===== src/hw/hdlc_status_pkg.sv =====
// constants for the hdlc channel status and second control register block
// assumes an 8-bit host register port and one 40 MHz system clock
package hdlc_status_pkg;

   // ==========================================================
   // register addresses on the host port
   localparam logic [4:0] ADDR_FIFO_DATA  = 5'h12;
   localparam logic [4:0] ADDR_STATUS     = 5'h14;
   localparam logic [4:0] ADDR_CONTROL2   = 5'h15;
   localparam logic [4:0] ADDR_INT_STATUS = 5'h17;

   // ==========================================================
   // second control register fields
   localparam int          CTL_INT_SELECT    = 7;
   localparam int          CTL_COUNT_RELOAD  = 6;
   localparam int          CTL_CHECK_SUPPRESS = 5;
   localparam int          CTL_SHORT_ADDRESS = 4;
   localparam int          CTL_RX_FLUSH      = 1;
   localparam int          CTL_TX_FLUSH      = 0;
   localparam logic [7:0]  CONTROL2_RESET    = 8'h00;

   // ==========================================================
   // status register fields
   localparam int          STS_INT_RAISED = 7;
   localparam int          STS_IDLE       = 6;
   localparam int          STS_TAG_LSB    = 4;
   localparam int          STS_TX_LSB     = 2;
   localparam int          STS_RX_LSB     = 0;

   // ==========================================================
   // byte tags and fill codes
   localparam logic [1:0]  TAG_PACKET    = 2'h0;
   localparam logic [1:0]  TAG_FIRST     = 2'h1;
   localparam logic [1:0]  TAG_LAST_GOOD = 2'h2;
   localparam logic [1:0]  TAG_LAST_BAD  = 2'h3;
   localparam logic [1:0]  TX_AT_LEVEL   = 2'h0;
   localparam logic [1:0]  TX_AT_THRESH  = 2'h1;
   localparam logic [1:0]  TX_EMPTY      = 2'h2;
   localparam logic [1:0]  TX_BELOW      = 2'h3;
   localparam logic [1:0]  RX_EMPTY      = 2'h0;
   localparam logic [1:0]  RX_BELOW      = 2'h1;
   localparam logic [1:0]  RX_FULL       = 2'h2;
   localparam logic [1:0]  RX_AT_THRESH  = 2'h3;

   // ==========================================================
   // line patterns, queue sizes and synchroniser slots
   localparam logic [7:0]  FLAG_PATTERN   = 8'h7e;
   localparam logic [3:0]  IDLE_ONES      = 4'hf;
   localparam logic [3:0]  ABORT_ONES     = 4'h7;
   localparam logic [4:0]  ABORT_MIN_BITS = 5'h1a;
   localparam int          RX_DEPTH       = 128;
   localparam int          TX_DEPTH       = 128;
   localparam int          SYNC_CS        = 0;
   localparam int          SYNC_RD        = 1;
   localparam int          SYNC_WR        = 2;
   localparam int          SYNC_LCLK      = 3;
   localparam int          SYNC_LDATA     = 4;
   localparam logic [4:0]  SYNC_RESET     = 5'h07;

endpackage


===== src/hw/hdlc_byte_queue.sv =====
// byte queue with tag bits, used for both receive and transmit sides
// assumes push and pop come from logic on the same clock
`timescale 1ns/1ps
module hdlc_byte_queue
#(
   parameter int WIDTH   = 10,
   parameter int DEPTH   = 128,
   parameter int COUNT_W = 8
)
(
   input  wire logic               clk,
   input  wire logic               reset_n,
   input  wire logic               flush,
   input  wire logic               push,
   input  wire logic [WIDTH-1:0]   push_data,
   input  wire logic               pop,
   output logic      [WIDTH-1:0]   head_data,
   output logic      [COUNT_W-1:0] count,
   output logic                    empty,
   output logic                    full
);
   localparam int PW = $clog2(DEPTH);

   typedef struct packed {
      logic [PW-1:0]      rd;
      logic [PW-1:0]      wr;
      logic [COUNT_W-1:0] count;
   } queue_t;

   queue_t           q;
   queue_t           d;
   logic [WIDTH-1:0] mem [DEPTH];
   logic             push_ok;
   logic             pop_ok;

   function automatic logic [PW-1:0] advance(input logic [PW-1:0] p);
      advance = (p == PW'(DEPTH - 1)) ? '0 : p + 1'b1;
   endfunction

   // flags and accepted moves
   assign empty     = (q.count == '0);
   assign full      = (q.count == COUNT_W'(DEPTH));
   assign count     = q.count;
   assign head_data = mem[q.rd];
   assign push_ok   = push & ~full & ~flush;
   assign pop_ok    = pop & ~empty & ~flush;

   // pointer update; a flush only touches pointers and count
   always_comb
   begin
      d = q;
      if (flush)
      begin
         d = '0;
      end
      else
      begin
         if (push_ok)
            d.wr = advance(q.wr);
         if (pop_ok)
            d.rd = advance(q.rd);
         if (push_ok && !pop_ok)
            d.count = q.count + 1'b1;
         else if (pop_ok && !push_ok)
            d.count = q.count - 1'b1;
      end
   end

   always_ff @(posedge clk or negedge reset_n)
   begin
      if (!reset_n)
         q <= '0;
      else
         q <= d;
   end

   always_ff @(posedge clk)
   begin
      if (push_ok)
         mem[q.wr] <= push_data;
   end
endmodule


===== src/hw/hdlc_line_watch.sv =====
// watches the received bit stream for flags, aborts and idle channel
// assumes bit_strobe is a one-cycle pulse from synchronised line pins
`timescale 1ns/1ps
module hdlc_line_watch
(
   input  wire logic clk,
   input  wire logic reset_n,
   input  wire logic bit_strobe,
   input  wire logic bit_value,
   output logic      idle_channel,
   output logic      flag_seen,
   output logic      abort_seen
);
   typedef struct packed {
      logic [7:0] shift;
      logic [3:0] ones;
      logic [4:0] bits;
      logic       in_frame;
      logic       idle;
      logic       flag;
      logic       abort;
   } watch_t;

   watch_t q;
   watch_t d;
   logic [7:0] shift_next;

   assign shift_next   = {q.shift[6:0], bit_value};
   assign idle_channel = q.idle;
   assign flag_seen    = q.flag;
   assign abort_seen   = q.abort;

   // pattern tracking per received bit
   always_comb
   begin
      d       = q;
      d.flag  = 1'b0;
      d.abort = 1'b0;
      if (bit_strobe)
      begin
         d.shift = shift_next;
         if (q.bits != hdlc_status_pkg::ABORT_MIN_BITS)
            d.bits = q.bits + 1'b1;
         if (bit_value)
         begin
            if (q.ones != hdlc_status_pkg::IDLE_ONES)
               d.ones = q.ones + 1'b1;
            if (q.ones == hdlc_status_pkg::IDLE_ONES - 4'h1)
               d.idle = 1'b1;
            if (q.ones == hdlc_status_pkg::ABORT_ONES - 4'h1 && q.in_frame)
            begin
               d.abort    = (q.bits >= hdlc_status_pkg::ABORT_MIN_BITS - 5'h1);
               d.in_frame = 1'b0;
            end
         end
         else
         begin
            d.ones = 4'h0;
            d.idle = 1'b0;
         end
         if (shift_next == hdlc_status_pkg::FLAG_PATTERN)
         begin
            d.flag     = 1'b1;
            d.in_frame = 1'b1;
            d.bits     = 5'h0;
         end
      end
   end

   // idle reads one from reset until a zero arrives
   always_ff @(posedge clk or negedge reset_n)
   begin
      if (!reset_n)
      begin
         q      <= '0;
         q.idle <= 1'b1;
      end
      else
         q <= d;
   end
endmodule


===== src/hw/hdlc_status_control.sv =====
// hdlc channel status register, second control register and queues
// assumes async host strobes and line pins; everything else on clk
// Overview of operation
// - interrupt bit sets on event, clears on interrupt status read
// - fifteen ones in a row flag idle
// - idle reads one after reset until valid
// - two-bit tag of next receive byte
// - transmit queue fill state code
// - receive queue fill state code
// - select underrun or abort for bit two
// - byte counter reloads first value minus one
// - suppress check sequence after end tag
// - short mode compares seven address bits
// - short address needs bit zero set
// - receive flush empties queue, stops receiver
// - receive flush keeps stored data
// - transmit flush empties, clears on write
// - transmit flush keeps stored data
// - fetch from empty queue flags underrun
// - abort counts only after enough bits
// - full receive queue overflows, stops receiver
`timescale 1ns/1ps
module hdlc_status_control
(
   input  wire logic       clk,
   input  wire logic       reset_n,
   input  wire logic [4:0] host_addr,
   input  wire logic [7:0] host_data_in,
   output logic      [7:0] host_data_out,
   output logic            host_data_oe_n,
   input  wire logic       host_cs_n,
   input  wire logic       host_rd_n,
   input  wire logic       host_wr_n,
   input  wire logic       receive_line_clock,
   input  wire logic       rx_line_data,
   input  wire logic       rx_write_valid,
   input  wire logic [7:0] rx_write_data,
   input  wire logic [1:0] rx_write_tag,
   input  wire logic [7:0] rx_threshold,
   input  wire logic [7:0] tx_threshold,
   input  wire logic [7:0] tx_full_level,
   input  wire logic       packet_end_tag,
   input  wire logic       frame_abort_flag,
   input  wire logic       tx_fetch,
   output logic      [7:0] tx_byte,
   output logic      [1:0] tx_byte_tag,
   output logic            tx_append_check,
   output logic            tx_underrun_flag,
   input  wire logic       tx_count_load,
   input  wire logic [7:0] tx_count_value,
   output logic      [7:0] tx_count,
   input  wire logic       rx_address_valid,
   input  wire logic [7:0] rx_address_byte,
   input  wire logic [7:0] own_address,
   output logic            address_match,
   input  wire logic       unmasked_event,
   output logic            interrupt_bit2_event,
   output logic            rx_abort_event,
   output logic            rx_overflow_flag,
   output logic            rx_enabled
);
   typedef struct packed {
      logic [4:0] sync_m;
      logic [4:0] sync_s;
      logic [4:0] sync_p;
      logic [4:0] addr_m;
      logic [4:0] addr_s;
      logic [7:0] data_m;
      logic [7:0] data_s;
      logic [7:0] control;
      logic       int_raised;
      logic [7:0] rdata;
      logic       oe_n;
      logic [7:0] tx_byte;
      logic [1:0] tx_tag;
      logic       append_check;
      logic       underrun;
      logic [7:0] count;
      logic [7:0] count_first;
      logic       addr_match;
      logic       bit2_event;
      logic       abort;
      logic       overflow;
      logic       rx_on;
   } state_t;

   state_t q;
   state_t d;

   // ==========================================================
   // host strobe decode
   logic       rd_edge;
   logic       wr_edge;
   logic       line_strobe;
   logic       idle_channel;
   logic       flag_seen;
   logic       abort_seen;
   logic       rx_flush;
   logic       tx_flush;
   logic       rx_push;
   logic       rx_pop;
   logic       tx_push;
   logic       tx_pop;
   logic [9:0] rx_head;
   logic [9:0] tx_head;
   logic [7:0] rx_count;
   logic [7:0] tx_level;
   logic       rx_empty;
   logic       rx_full;
   logic       tx_empty;
   logic       tx_full;
   logic [7:0] status_value;

   function automatic logic fell(input state_t s, input int slot);
      fell = s.sync_p[slot] & ~s.sync_s[slot];
   endfunction

   function automatic logic hit(input state_t s, input logic [4:0] a);
      hit = ~s.sync_s[hdlc_status_pkg::SYNC_CS] & (s.addr_s == a);
   endfunction

   // access pulses on falling strobe edges while selected
   assign rd_edge     = fell(q, hdlc_status_pkg::SYNC_RD) & ~q.sync_s[hdlc_status_pkg::SYNC_CS];
   assign wr_edge     = fell(q, hdlc_status_pkg::SYNC_WR) & ~q.sync_s[hdlc_status_pkg::SYNC_CS];
   assign line_strobe = q.sync_s[hdlc_status_pkg::SYNC_LCLK]
                        & ~q.sync_p[hdlc_status_pkg::SYNC_LCLK];

   // ==========================================================
   // queue control
   // flush held while bit is high
   assign rx_flush = q.control[hdlc_status_pkg::CTL_RX_FLUSH];
   assign tx_push  = wr_edge & hit(q, hdlc_status_pkg::ADDR_FIFO_DATA);
   // the clearing write itself is stored
   assign tx_flush = q.control[hdlc_status_pkg::CTL_TX_FLUSH] & ~tx_push;
   assign rx_push  = rx_write_valid & q.rx_on & ~rx_flush;
   assign rx_pop   = rd_edge & hit(q, hdlc_status_pkg::ADDR_FIFO_DATA);
   assign tx_pop   = tx_fetch;

   // receive queue, flush resets pointers and count only
   hdlc_byte_queue
   #(
      .WIDTH   (10),
      .DEPTH   (hdlc_status_pkg::RX_DEPTH),
      .COUNT_W (8)
   )
   rx_queue
   (
      .clk       (clk),
      .reset_n   (reset_n),
      .flush     (rx_flush),
      .push      (rx_push),
      .push_data ({rx_write_tag, rx_write_data}),
      .pop       (rx_pop),
      .head_data (rx_head),
      .count     (rx_count),
      .empty     (rx_empty),
      .full      (rx_full)
   );

   // transmit queue, flush resets pointers and count only
   hdlc_byte_queue
   #(
      .WIDTH   (10),
      .DEPTH   (hdlc_status_pkg::TX_DEPTH),
      .COUNT_W (8)
   )
   tx_queue
   (
      .clk       (clk),
      .reset_n   (reset_n),
      .flush     (tx_flush),
      .push      (tx_push),
      .push_data ({packet_end_tag, frame_abort_flag, q.data_s}),
      .pop       (tx_pop),
      .head_data (tx_head),
      .count     (tx_level),
      .empty     (tx_empty),
      .full      (tx_full)
   );

   hdlc_line_watch line_watch
   (
      .clk          (clk),
      .reset_n      (reset_n),
      .bit_strobe   (line_strobe),
      .bit_value    (q.sync_s[hdlc_status_pkg::SYNC_LDATA]),
      .idle_channel (idle_channel),
      .flag_seen    (flag_seen),
      .abort_seen   (abort_seen)
   );

   // ==========================================================
   // status register image
   always_comb
   begin
      status_value = 8'h00;
      status_value[hdlc_status_pkg::STS_INT_RAISED] = q.int_raised;
      status_value[hdlc_status_pkg::STS_IDLE] = idle_channel;
      // tag of next byte to read
      status_value[hdlc_status_pkg::STS_TAG_LSB +: 2] = rx_head[9:8];
      if (tx_empty)
         status_value[hdlc_status_pkg::STS_TX_LSB +: 2] = hdlc_status_pkg::TX_EMPTY;
      else if (tx_level >= tx_full_level)
         status_value[hdlc_status_pkg::STS_TX_LSB +: 2] = hdlc_status_pkg::TX_AT_LEVEL;
      else if (tx_level >= tx_threshold)
         status_value[hdlc_status_pkg::STS_TX_LSB +: 2] = hdlc_status_pkg::TX_AT_THRESH;
      else
         status_value[hdlc_status_pkg::STS_TX_LSB +: 2] = hdlc_status_pkg::TX_BELOW;
      if (rx_empty)
         status_value[hdlc_status_pkg::STS_RX_LSB +: 2] = hdlc_status_pkg::RX_EMPTY;
      else if (rx_full)
         status_value[hdlc_status_pkg::STS_RX_LSB +: 2] = hdlc_status_pkg::RX_FULL;
      else if (rx_count >= rx_threshold)
         status_value[hdlc_status_pkg::STS_RX_LSB +: 2] = hdlc_status_pkg::RX_AT_THRESH;
      else
         status_value[hdlc_status_pkg::STS_RX_LSB +: 2] = hdlc_status_pkg::RX_BELOW;
   end

   // ==========================================================
   // next state
   always_comb
   begin
      d        = q;
      d.sync_m = {rx_line_data, receive_line_clock, host_wr_n, host_rd_n, host_cs_n};
      d.sync_s = q.sync_m;
      d.sync_p = q.sync_s;
      d.addr_m = host_addr;
      d.addr_s = q.addr_m;
      d.data_m = host_data_in;
      d.data_s = q.data_m;
      d.oe_n   = q.sync_s[hdlc_status_pkg::SYNC_CS] | q.sync_s[hdlc_status_pkg::SYNC_RD];
      // only the control register and the transmit queue take writes
      if (wr_edge && hit(q, hdlc_status_pkg::ADDR_CONTROL2))
         d.control = q.data_s;
      // write to transmit queue ends flush
      if (tx_push)
         d.control[hdlc_status_pkg::CTL_TX_FLUSH] = 1'b0;
      if (rd_edge)
      begin
         unique case (q.addr_s)
            hdlc_status_pkg::ADDR_STATUS:    d.rdata = status_value;
            hdlc_status_pkg::ADDR_CONTROL2:  d.rdata = q.control;
            hdlc_status_pkg::ADDR_FIFO_DATA: d.rdata = rx_head[7:0];
            default:                         d.rdata = 8'h00;
         endcase
      end
      // event wins over the clearing read
      d.int_raised = unmasked_event
                     | (q.int_raised & ~(rd_edge & hit(q, hdlc_status_pkg::ADDR_INT_STATUS)));
      d.underrun = tx_pop & tx_empty;
      if (tx_pop && !tx_empty)
      begin
         d.tx_byte = tx_head[7:0];
         d.tx_tag  = tx_head[9:8];
         // check sequence only when not suppressed
         d.append_check = tx_head[9] & ~q.control[hdlc_status_pkg::CTL_CHECK_SUPPRESS];
         // reload with first value minus one
         if (q.count == 8'h01 && q.control[hdlc_status_pkg::CTL_COUNT_RELOAD])
            d.count = q.count_first - 8'h01;
         else if (q.count != 8'h00)
            d.count = q.count - 8'h01;
      end
      if (tx_count_load)
      begin
         d.count       = tx_count_value;
         d.count_first = tx_count_value;
      end
      if (rx_address_valid)
      begin
         if (q.control[hdlc_status_pkg::CTL_SHORT_ADDRESS])
            d.addr_match = rx_address_byte[0] & (rx_address_byte[7:1] == own_address[7:1]);
         else
            d.addr_match = (rx_address_byte == own_address);
      end
      d.abort = abort_seen;
      d.bit2_event = q.control[hdlc_status_pkg::CTL_INT_SELECT] ? d.underrun : abort_seen;
      // overflow stops receiver until next flag
      d.overflow = rx_push & rx_full;
      if (flag_seen && !rx_flush)
         d.rx_on = 1'b1;
      if (d.overflow || rx_flush)
         d.rx_on = 1'b0;
   end

   always_ff @(posedge clk or negedge reset_n)
   begin
      if (!reset_n)
      begin
         q         <= '0;
         q.sync_m  <= hdlc_status_pkg::SYNC_RESET;
         q.sync_s  <= hdlc_status_pkg::SYNC_RESET;
         q.sync_p  <= hdlc_status_pkg::SYNC_RESET;
         q.control <= hdlc_status_pkg::CONTROL2_RESET;
         q.oe_n    <= 1'b1;
      end
      else
         q <= d;
   end

   // outputs from registers
   assign host_data_out        = q.rdata;
   assign host_data_oe_n       = q.oe_n;
   assign tx_byte              = q.tx_byte;
   assign tx_byte_tag          = q.tx_tag;
   assign tx_append_check      = q.append_check;
   assign tx_underrun_flag     = q.underrun;
   assign tx_count             = q.count;
   assign address_match        = q.addr_match;
   assign interrupt_bit2_event = q.bit2_event;
   assign rx_abort_event       = q.abort;
   assign rx_overflow_flag     = q.overflow;
   assign rx_enabled           = q.rx_on;
endmodule


===== config.mk =====
export PLATFORM = sky130hd
export DESIGN_NAME = hdlc_status_control
export DESIGN_NICKNAME = d
export VERILOG_FILES = /design/src/hw/hdlc_status_pkg.sv /design/src/hw/hdlc_byte_queue.sv /design/src/hw/hdlc_line_watch.sv /design/src/hw/hdlc_status_control.sv
export SDC_FILE = /design/constraint.sdc
export NUM_CORES = 2
export LEC_CHECK = 0
export BUFFER_PORTS_ARGS = -buffer_cell sky130_fd_sc_hd__buf_2
export CORE_ASPECT_RATIO = 0.9
export CORE_UTILIZATION = 35
export CTS_CLUSTER_DIAMETER = 80
export CTS_CLUSTER_SIZE = 12
export DETAILED_ROUTE_END_ITERATION = 7
export MAX_ROUTING_LAYER = met4
export PLACE_DENSITY = 0.53
export RECOVER_POWER = 100
export SLEW_MARGIN = 20
export SYNTH_ARGS = -nofsm -noshare
export SYNTH_HDL_FRONTEND = slang
export SYNTH_HIERARCHICAL = 1
export SYNTH_SLANG_ARGS = --single-unit

===== constraint.sdc =====
create_clock -name clk -period 5.5 [get_ports clk]
set_clock_uncertainty 0.15 [all_clocks]
set_input_delay 0.825 -clock clk [delete_from_list [all_inputs] [get_ports clk]]
set_output_delay 0.825 -clock clk [all_outputs]
set_load 0.05 [all_outputs]

### Word-level counts from Yosys, hierarchy flattened

Memories as Yosys holds them, arrays and structs flattened.
Index checks and enable logic that the tools add are counted.

| word-level totals | value |
|---|---|
| flip-flop bits (word level) | 155 |
| logic and storage cells | 200 |
| memories kept | 2 |
| bits of input ports | 85 |
| output and inout bits | 34 |
| bits in writable memories | 2560 |

Memory list:

| name | depth | width | read ports | clocked after Yosys merged registers in | wr ports | line | source |
|---|---|---|---|---|---|---|---|
| rx_queue.mem | 128 | 10 | 1 | 0 | 1 | hdlc_byte_queue.sv:32 | `logic [WIDTH-1:0] mem [DEPTH];` |
| tx_queue.mem | 128 | 10 | 1 | 0 | 1 | hdlc_byte_queue.sv:32 |  |

| cells by class | value |
|---|---|
| order comparisons | 4 |
| bitwise gates (word level) | 42 |
| equal/unequal tests | 20 |
| reduce and logical (&&, ||, !) cells | 37 |
| add/subtract/negate cells | 12 |
| mux-type cells | 47 |

Operators with widths:

| cell | number |
|---|---|
| 7-bit two-way mux | 8 |
| 8-bit two-way mux | 7 |
| 22-bit two-way mux | 2 |
| 8-bit by 1-bit subtractor with 8-bit output (second input constant) | 4 |
| 7-bit by 1-bit adder with 7-bit output (second input constant) | 4 |
| 7-bit equality test (second input constant) | 4 |
| 1-bit AND | 27 |
| 8-bit greater-or-equal comparator | 3 |
| 8-bit case mux with 3 select lines | 1 |
| 5-bit equality test (second input constant) | 4 |
| 2-bit nonzero test | 10 |
| 1-bit two-way mux | 17 |
| 8-bit by 1-bit adder with 8-bit output (second input constant) | 2 |
| 8-bit equality test (second input constant) | 2 |
| 8-bit zero test | 2 |
| 16-bit two-way mux | 1 |
| 2-bit two-way mux | 7 |
| 1-bit NOT | 13 |
| 1-bit logical AND | 9 |
| 3-bit nonzero test | 3 |
| 8-bit by 1-bit equality test with 1-bit output (second input constant) | 1 |
| 8-bit by 7-bit equality test with 1-bit output (second input constant) | 1 |
| 8-bit equality test | 1 |
| 4-bit two-way mux | 2 |
| 17 further kinds | 27 |

### Longest topological paths before layout

| depth | value |
|---|---|
| word-level depth | 13 |
| depth in mapped cells | 17 |

### By module

The synthesis kept the hierarchy.

By module, submodules not included:

| module | area each (sq um) | instances | sequential area each (sq um) | cells an instance |
|---|---|---|---|---|
| hdlc_byte_queue (rx_queue) | 51309.2 | 1 | 38987.4 | 2482 |
| hdlc_byte_queue (tx_queue) | 50935.1 | 1 | 38987.4 | 2482 |
| hdlc_status_control | 4352.9 | 1 | 2263.4 | 422 |
| hdlc_line_watch | 1029.7 | 1 | 501.7 | 90 |

### Worst setup path after synthesis

Ideal clock, no wire load.

| timing | value |
|---|---|
| path type | flip-flop to flip-flop |
| start | register q[67] (netlist bit) |
| end | memory tx_queue.mem[69][0] (enable) |
| library setup time | 404 ps |
| arrival | 3298 ps |
| data required time | 4946 ps |
| path slack | 1648 ps |
| period minus slack after synthesis | 3852 ps |
| stages on the path, launching flop included | 11 |
| path buffers | 3 |
| path through | dfrtp_1 clkbuf_1 nor3_1 nor2b_1 clkbuf_1 and3_1 inv_1 a311oi_1 clkbuf_1 nand3_1 nor4bb_1 |

| on the way | value |
|---|---|
| word-level cells in the longest chain between the ends | 9 |

Ends and longest elaborated chain:

| element | line | source |
|---|---|---|
| start: declaration | hdlc_status_control.sv:87 | `state_t q;` |
| 5-bit equality test * | hdlc_status_control.sv:119 | `hit = ~s.sync_s[hdlc_status_pkg::SYNC_CS] & (s.addr_s == a);` |
| 1-bit AND * | hdlc_status_control.sv:119 |  |
| 1-bit AND * | hdlc_status_control.sv:132 | `assign tx_push = wr_edge & hit(q, hdlc_status_pkg::ADDR_FIFO_DATA);` |
| named net tx_push | hdlc_status_control.sv:102 | `logic tx_push;` |
| 1-bit NOT | hdlc_status_control.sv:134 | `assign tx_flush = q.control[hdlc_status_pkg::CTL_TX_FLUSH] & ~tx_push;` |
| 1-bit AND | hdlc_status_control.sv:134 |  |
| 1-bit NOT | hdlc_byte_queue.sv:45 | `assign push_ok = push & ~full & ~flush;` |
| 1-bit AND * | hdlc_byte_queue.sv:45 |  |
| 1-bit two-way mux * | hdlc_byte_queue.sv:79 | `if (push_ok)` |
| 1-bit two-way mux (implied by the code) * | hdlc_byte_queue.sv:80 | `mem[q.wr] <= push_data;` |
| end: declaration | hdlc_byte_queue.sv:32 |  |

The timed path passes the listed nets; every way through them passes the cells marked *.

### Worst setup path in the final report

| timing | value |
|---|---|
| start | register tx_queue/q[15] (netlist bit) |
| end | register q, in the netlist tx_append_check |

| on the way | value |
|---|---|
| word-level cells in the longest chain between the ends | 2 |

Ends and longest elaborated chain:

| element | line | source |
|---|---|---|
| start: declaration | hdlc_byte_queue.sv:30 | `queue_t q;` |
| start signal: assignment | hdlc_byte_queue.sv:72 | `q <= '0;` |
| start signal: assignment | hdlc_byte_queue.sv:74 | `q <= d;` |
| memory 128 x 10 bit | n/a |  |
| named net tx_head[9] | hdlc_status_control.sv:105 | `logic [9:0] tx_head;` |
| 1-bit AND | hdlc_status_control.sv:256 | `d.append_check = tx_head[9] & ~q.control[hdlc_status_pkg::CTL_CHECK_SUPPRESS];` |

The timed path passes the listed nets, and every way through them passes these cells.
A chain may end at the register's enable or synchronous reset.

==> impl_summary.log <==
[metrics] run status: finished with violations
[metrics] violated checks: capacitance limit, slew limit
[metrics] clock latency on the worst-skew pair: 0.85 ns
[metrics] Worst Path Class, Setup: reg2reg
[metrics] filler instances: 27,400
[metrics] Final Slew Violations: 2,204
[metrics] worst slack on hold paths: 0.0758 ns
[metrics] count of input and output buffers: 118
[metrics] top-area cell type share of the netlist area: 71.4%
[metrics] H-tree depth reported by CTS: 5
[metrics] Clock Tree Root: sky130_fd_sc_hd__clkbuf_16
[metrics] number of distinct library cell variants in the gate-level netlist after synthesis: 92
[metrics] headroom to the max-slew limit: -184%
[metrics] leakage component of the power: 0.0371 uW
[metrics] crit path capture type: flop
[metrics] detailed-route via count: 54,100
[metrics] #FFs+latches synth: 2,714
[metrics] gpl congestion: 0.838
[metrics] cell type with the largest total area after synthesis: sky130_fd_sc_hd__edfxtp_1
[metrics] initial drt markers: 5,256
[metrics] WL final: 272,000 um
[metrics] setup repair after global routing missed its margin: false
[metrics] Worst-Margin Slew: 4.25 ns
[metrics] antenna-violating nets left: 0
[metrics] worst-case clock buffer depth: 4
[metrics] height of the die: 528 um
[metrics] top flip-flop cell by instance count after synthesis: sky130_fd_sc_hd__edfxtp_1
[metrics] internal reg-to-reg setup slack: 0.70 ns
[metrics] post-route fraction of the period consumed by the critical path: 87.3%
[metrics] layout overhead on the synthesized area: 11.8%
[metrics] number of placement rows: 192
[metrics] share of layout cells above drive strength 1: 19.8%
[metrics] area of the die: 310,000 sq um
[metrics] Achievable Freq: 208 MHz
[metrics] CTS tree: built
[metrics] highest ir drop seen on vdd: 377 uV
[metrics] net count after synthesis: 5,613
[metrics] placed inst area: 113,000 sq um
[metrics] initial core utilization: 35.3%
[metrics] via-per-instance ratio: 5.42
[metrics] wire length of the first global-routing pass: 394,000 um
[metrics] Residual DRC: 0
[metrics] count of hold buffers inserted by post-cts repair: 21
[metrics] proportion of register bits with asynchronous set or reset after synthesis: 5.67%
[metrics] final layout net count: 5,913
[metrics] required arrival time at the worst endpoint: 6.07 ns
[metrics] Avg Inst Size Synth: 19.7 sq um
[metrics] top cells by area in the synthesized netlist: sky130_fd_sc_hd__edfxtp_1, sky130_fd_sc_hd__mux4_2, sky130_fd_sc_hd__dfrtp_1
[metrics] clock buffer count from CTS: 271
[metrics] total routing resource utilization after global routing: 17.8%
[metrics] number of instances in the synthesized netlist: 5,476
[metrics] vias in the first global route: 54,000
[metrics] post-synthesis cell area: 108,000 sq um
[metrics] CP Launch Type: flop
[metrics] final core occ: 39.5%
[metrics] Floorplan Core Area: 305,000 sq um
[metrics] peak fanout along the critical path: 38
[metrics] Die W: 587 um
[metrics] Setup TNS: 0 ns
[metrics] number of antenna violations at the first check in global routing: 19
[metrics] number of clock sinks: 2,714
[metrics] number of enable-type register cells in the synthesized netlist: 2,560
[metrics] Final Hold Violating Endpoints: 0
[metrics] Max-cap violations: 42
[metrics] maximum number of pins on one net before global-route repair: 115
[metrics] post-CTS setup buffer count: 0
[metrics] number of cells upsized or downsized after cts: 0
[metrics] post-CTS clock slew at the launch and capture registers of the worst setup and hold paths: 0.06 ns
[metrics] Worst Hold Class: in2reg
[metrics] number of setup violations in the final report: 0
[metrics] worst path arrival time: 5.36 ns
[metrics] DP Wirelength: 165,000 um
[metrics] routed length per instance: 27.3 um
[metrics] Top-Level Pins: 119
[metrics] final critical path time including I/O delays and setup: 4.80 ns
[metrics] power density normalized to cell area: 399 nW/um^2
[metrics] area of all placed cells without fillers: 120,000 sq um
[metrics] Ys Warns: 6
[metrics] total overflow reported by the global router: 0
[metrics] sequential area share after synthesis: 75.0%
[metrics] DRT Pass-1 Iters: 6
==> power by group <==
group          leakage [uW]  switching (uW)  internal, uW
Combinational       0.00856            4730          3020
Clock               0.00368            7480          9340
Sequential           0.0249             583         22900
Total                0.0371           12800         35200
==> state kept, by name, indices dropped and copies added, names as in the netlist, 14 cells and up <==
register / count
d: 23
line_watch/q: 17
q: 33
rx_queue/mem: 1280
rx_queue/q: 14
tx_queue/mem: 1280
tx_queue/q: 14
==> cells in the mapped netlist (all sizes together), types with 7 or more instances <==
cell type and count:
and3 11, nor4 11, buf 197, a221o 40, ha 50, mux2i 170, clkbuf 153, dfstp 10
inv 63, nor2 369, xnor2 14, xor2 20, nor2b 30, a21oi 84, nor3 40, nand4 11
o21a 7, a221oi 40, or3 7, nor3b 7, nand2b 12, edfxtp 2560, mux4 480, nand2 105
or4 9, a211oi 11, dfrtp 144, and2 13, mux2 179, o21ai 126, nand3 47, o31ai 10
or2 9, a22oi 209, a22o 40, o22ai 62, nand3b 10, o221ai 60
==> path summary, 6_finish.rpt <==
check | startpoint | end | cells after the start
min reg2reg | d[51] | q[51] | 0
max | tx_queue/q[15] | tx_append_check | 9
min in group asynchronous | reset_n | rx_queue/count[0] | 2
max in group asynchronous | reset_n | rx_queue/q[17] | 2
min | tx_count_value[1] | tx_count[1] | 3
max reg2reg | tx_queue/q[15] | tx_append_check | 9
==> cell usage in the layout (no fill, tap or decap), types with 21 or more instances in the layout <==
master and n:
sky130_fd_sc_hd__a21oi_1 84, sky130_fd_sc_hd__a221o_1 40, sky130_fd_sc_hd__a221oi_1 22, sky130_fd_sc_hd__a22o_1 40, sky130_fd_sc_hd__a22oi_1 209, sky130_fd_sc_hd__buf_2 66, sky130_fd_sc_hd__buf_4 67, sky130_fd_sc_hd__clkbuf_1 284
sky130_fd_sc_hd__clkbuf_16 280, sky130_fd_sc_hd__dfrtp_1 141, sky130_fd_sc_hd__dlygate4sd3_1 21, sky130_fd_sc_hd__edfxtp_1 2560, sky130_fd_sc_hd__ha_1 50, sky130_fd_sc_hd__inv_1 63, sky130_fd_sc_hd__mux2_2 174, sky130_fd_sc_hd__mux2i_1 170
sky130_fd_sc_hd__mux4_1 51, sky130_fd_sc_hd__mux4_2 429, sky130_fd_sc_hd__nand2_1 104, sky130_fd_sc_hd__nand3_1 44, sky130_fd_sc_hd__nor2_1 364, sky130_fd_sc_hd__nor2b_1 24, sky130_fd_sc_hd__nor3_1 25, sky130_fd_sc_hd__o21ai_0 119
sky130_fd_sc_hd__o221ai_1 48, sky130_fd_sc_hd__o22ai_1 62
==> critical path: stages, from the launching register on <==
cell	delay [ns]
sky130_fd_sc_hd__dfrtp_2	1.26
sky130_fd_sc_hd__buf_12	0.32
sky130_fd_sc_hd__clkbuf_2	0.54
sky130_fd_sc_hd__mux4_2	0.58
sky130_fd_sc_hd__a22oi_1	0.47
sky130_fd_sc_hd__a21oi_1	0.24
sky130_fd_sc_hd__nor3_1	0.52
sky130_fd_sc_hd__o221ai_1	0.29
sky130_fd_sc_hd__nand3b_1	0.15
sky130_fd_sc_hd__nand2_1	0.06
==> metal layers <==
metal	vias to the layer above	GRT usage, %	routed length (um)
met3	344	2.72	17800
met5	-	-	0
met1	29000	26.2	127000
met4	0	3.84	5330
li1	23000	-	-
met2	1738	26.0	122000
==> stage by stage <==
stage / instances / setup slack, ns / total power, uW
CTS: 9971 / 1.10 / 48500
detailed placement: 9553 / 1.11 / 31600
global placement: 9553 / 0.992 / 31500
finish: 9987 / 0.701 / 48000
floorplan: 5476 / 1.65 / 29000
global route: 9981 / 0.539 / 49700
==> layout make-up <==
cell class	count	area [sq um]	area share, %
well taps	4074	5100	4.23
multi-input cells	2348	24500	20.3
repair buffers	378	2180	1.81
clock inverters	21	230	0.191
diodes	13	32.5	0.0270
clock buffers	376	7370	6.12
flip-flops and latches	2714	80700	67.1
inverters	63	236	0.196
==> cell families (layout without fill, tap and decap cells) <==
family | count (synthesis) | count (layout) | synth area share (%)
other | 0 | 13 | 0
DFF | 2714 | 2714 | 75.0
muxes | 829 | 829 | 13.7
xor gates and xnor gates | 34 | 34 | 0.277
AOI/OAI and AO/OA | 727 | 727 | 5.01
buffers and inverters | 414 | 838 | 2.25
and+or+nand+nor | 706 | 706 | 3.16
adders and majority gates | 52 | 52 | 0.618
Power figures use the tool's default switching activity.
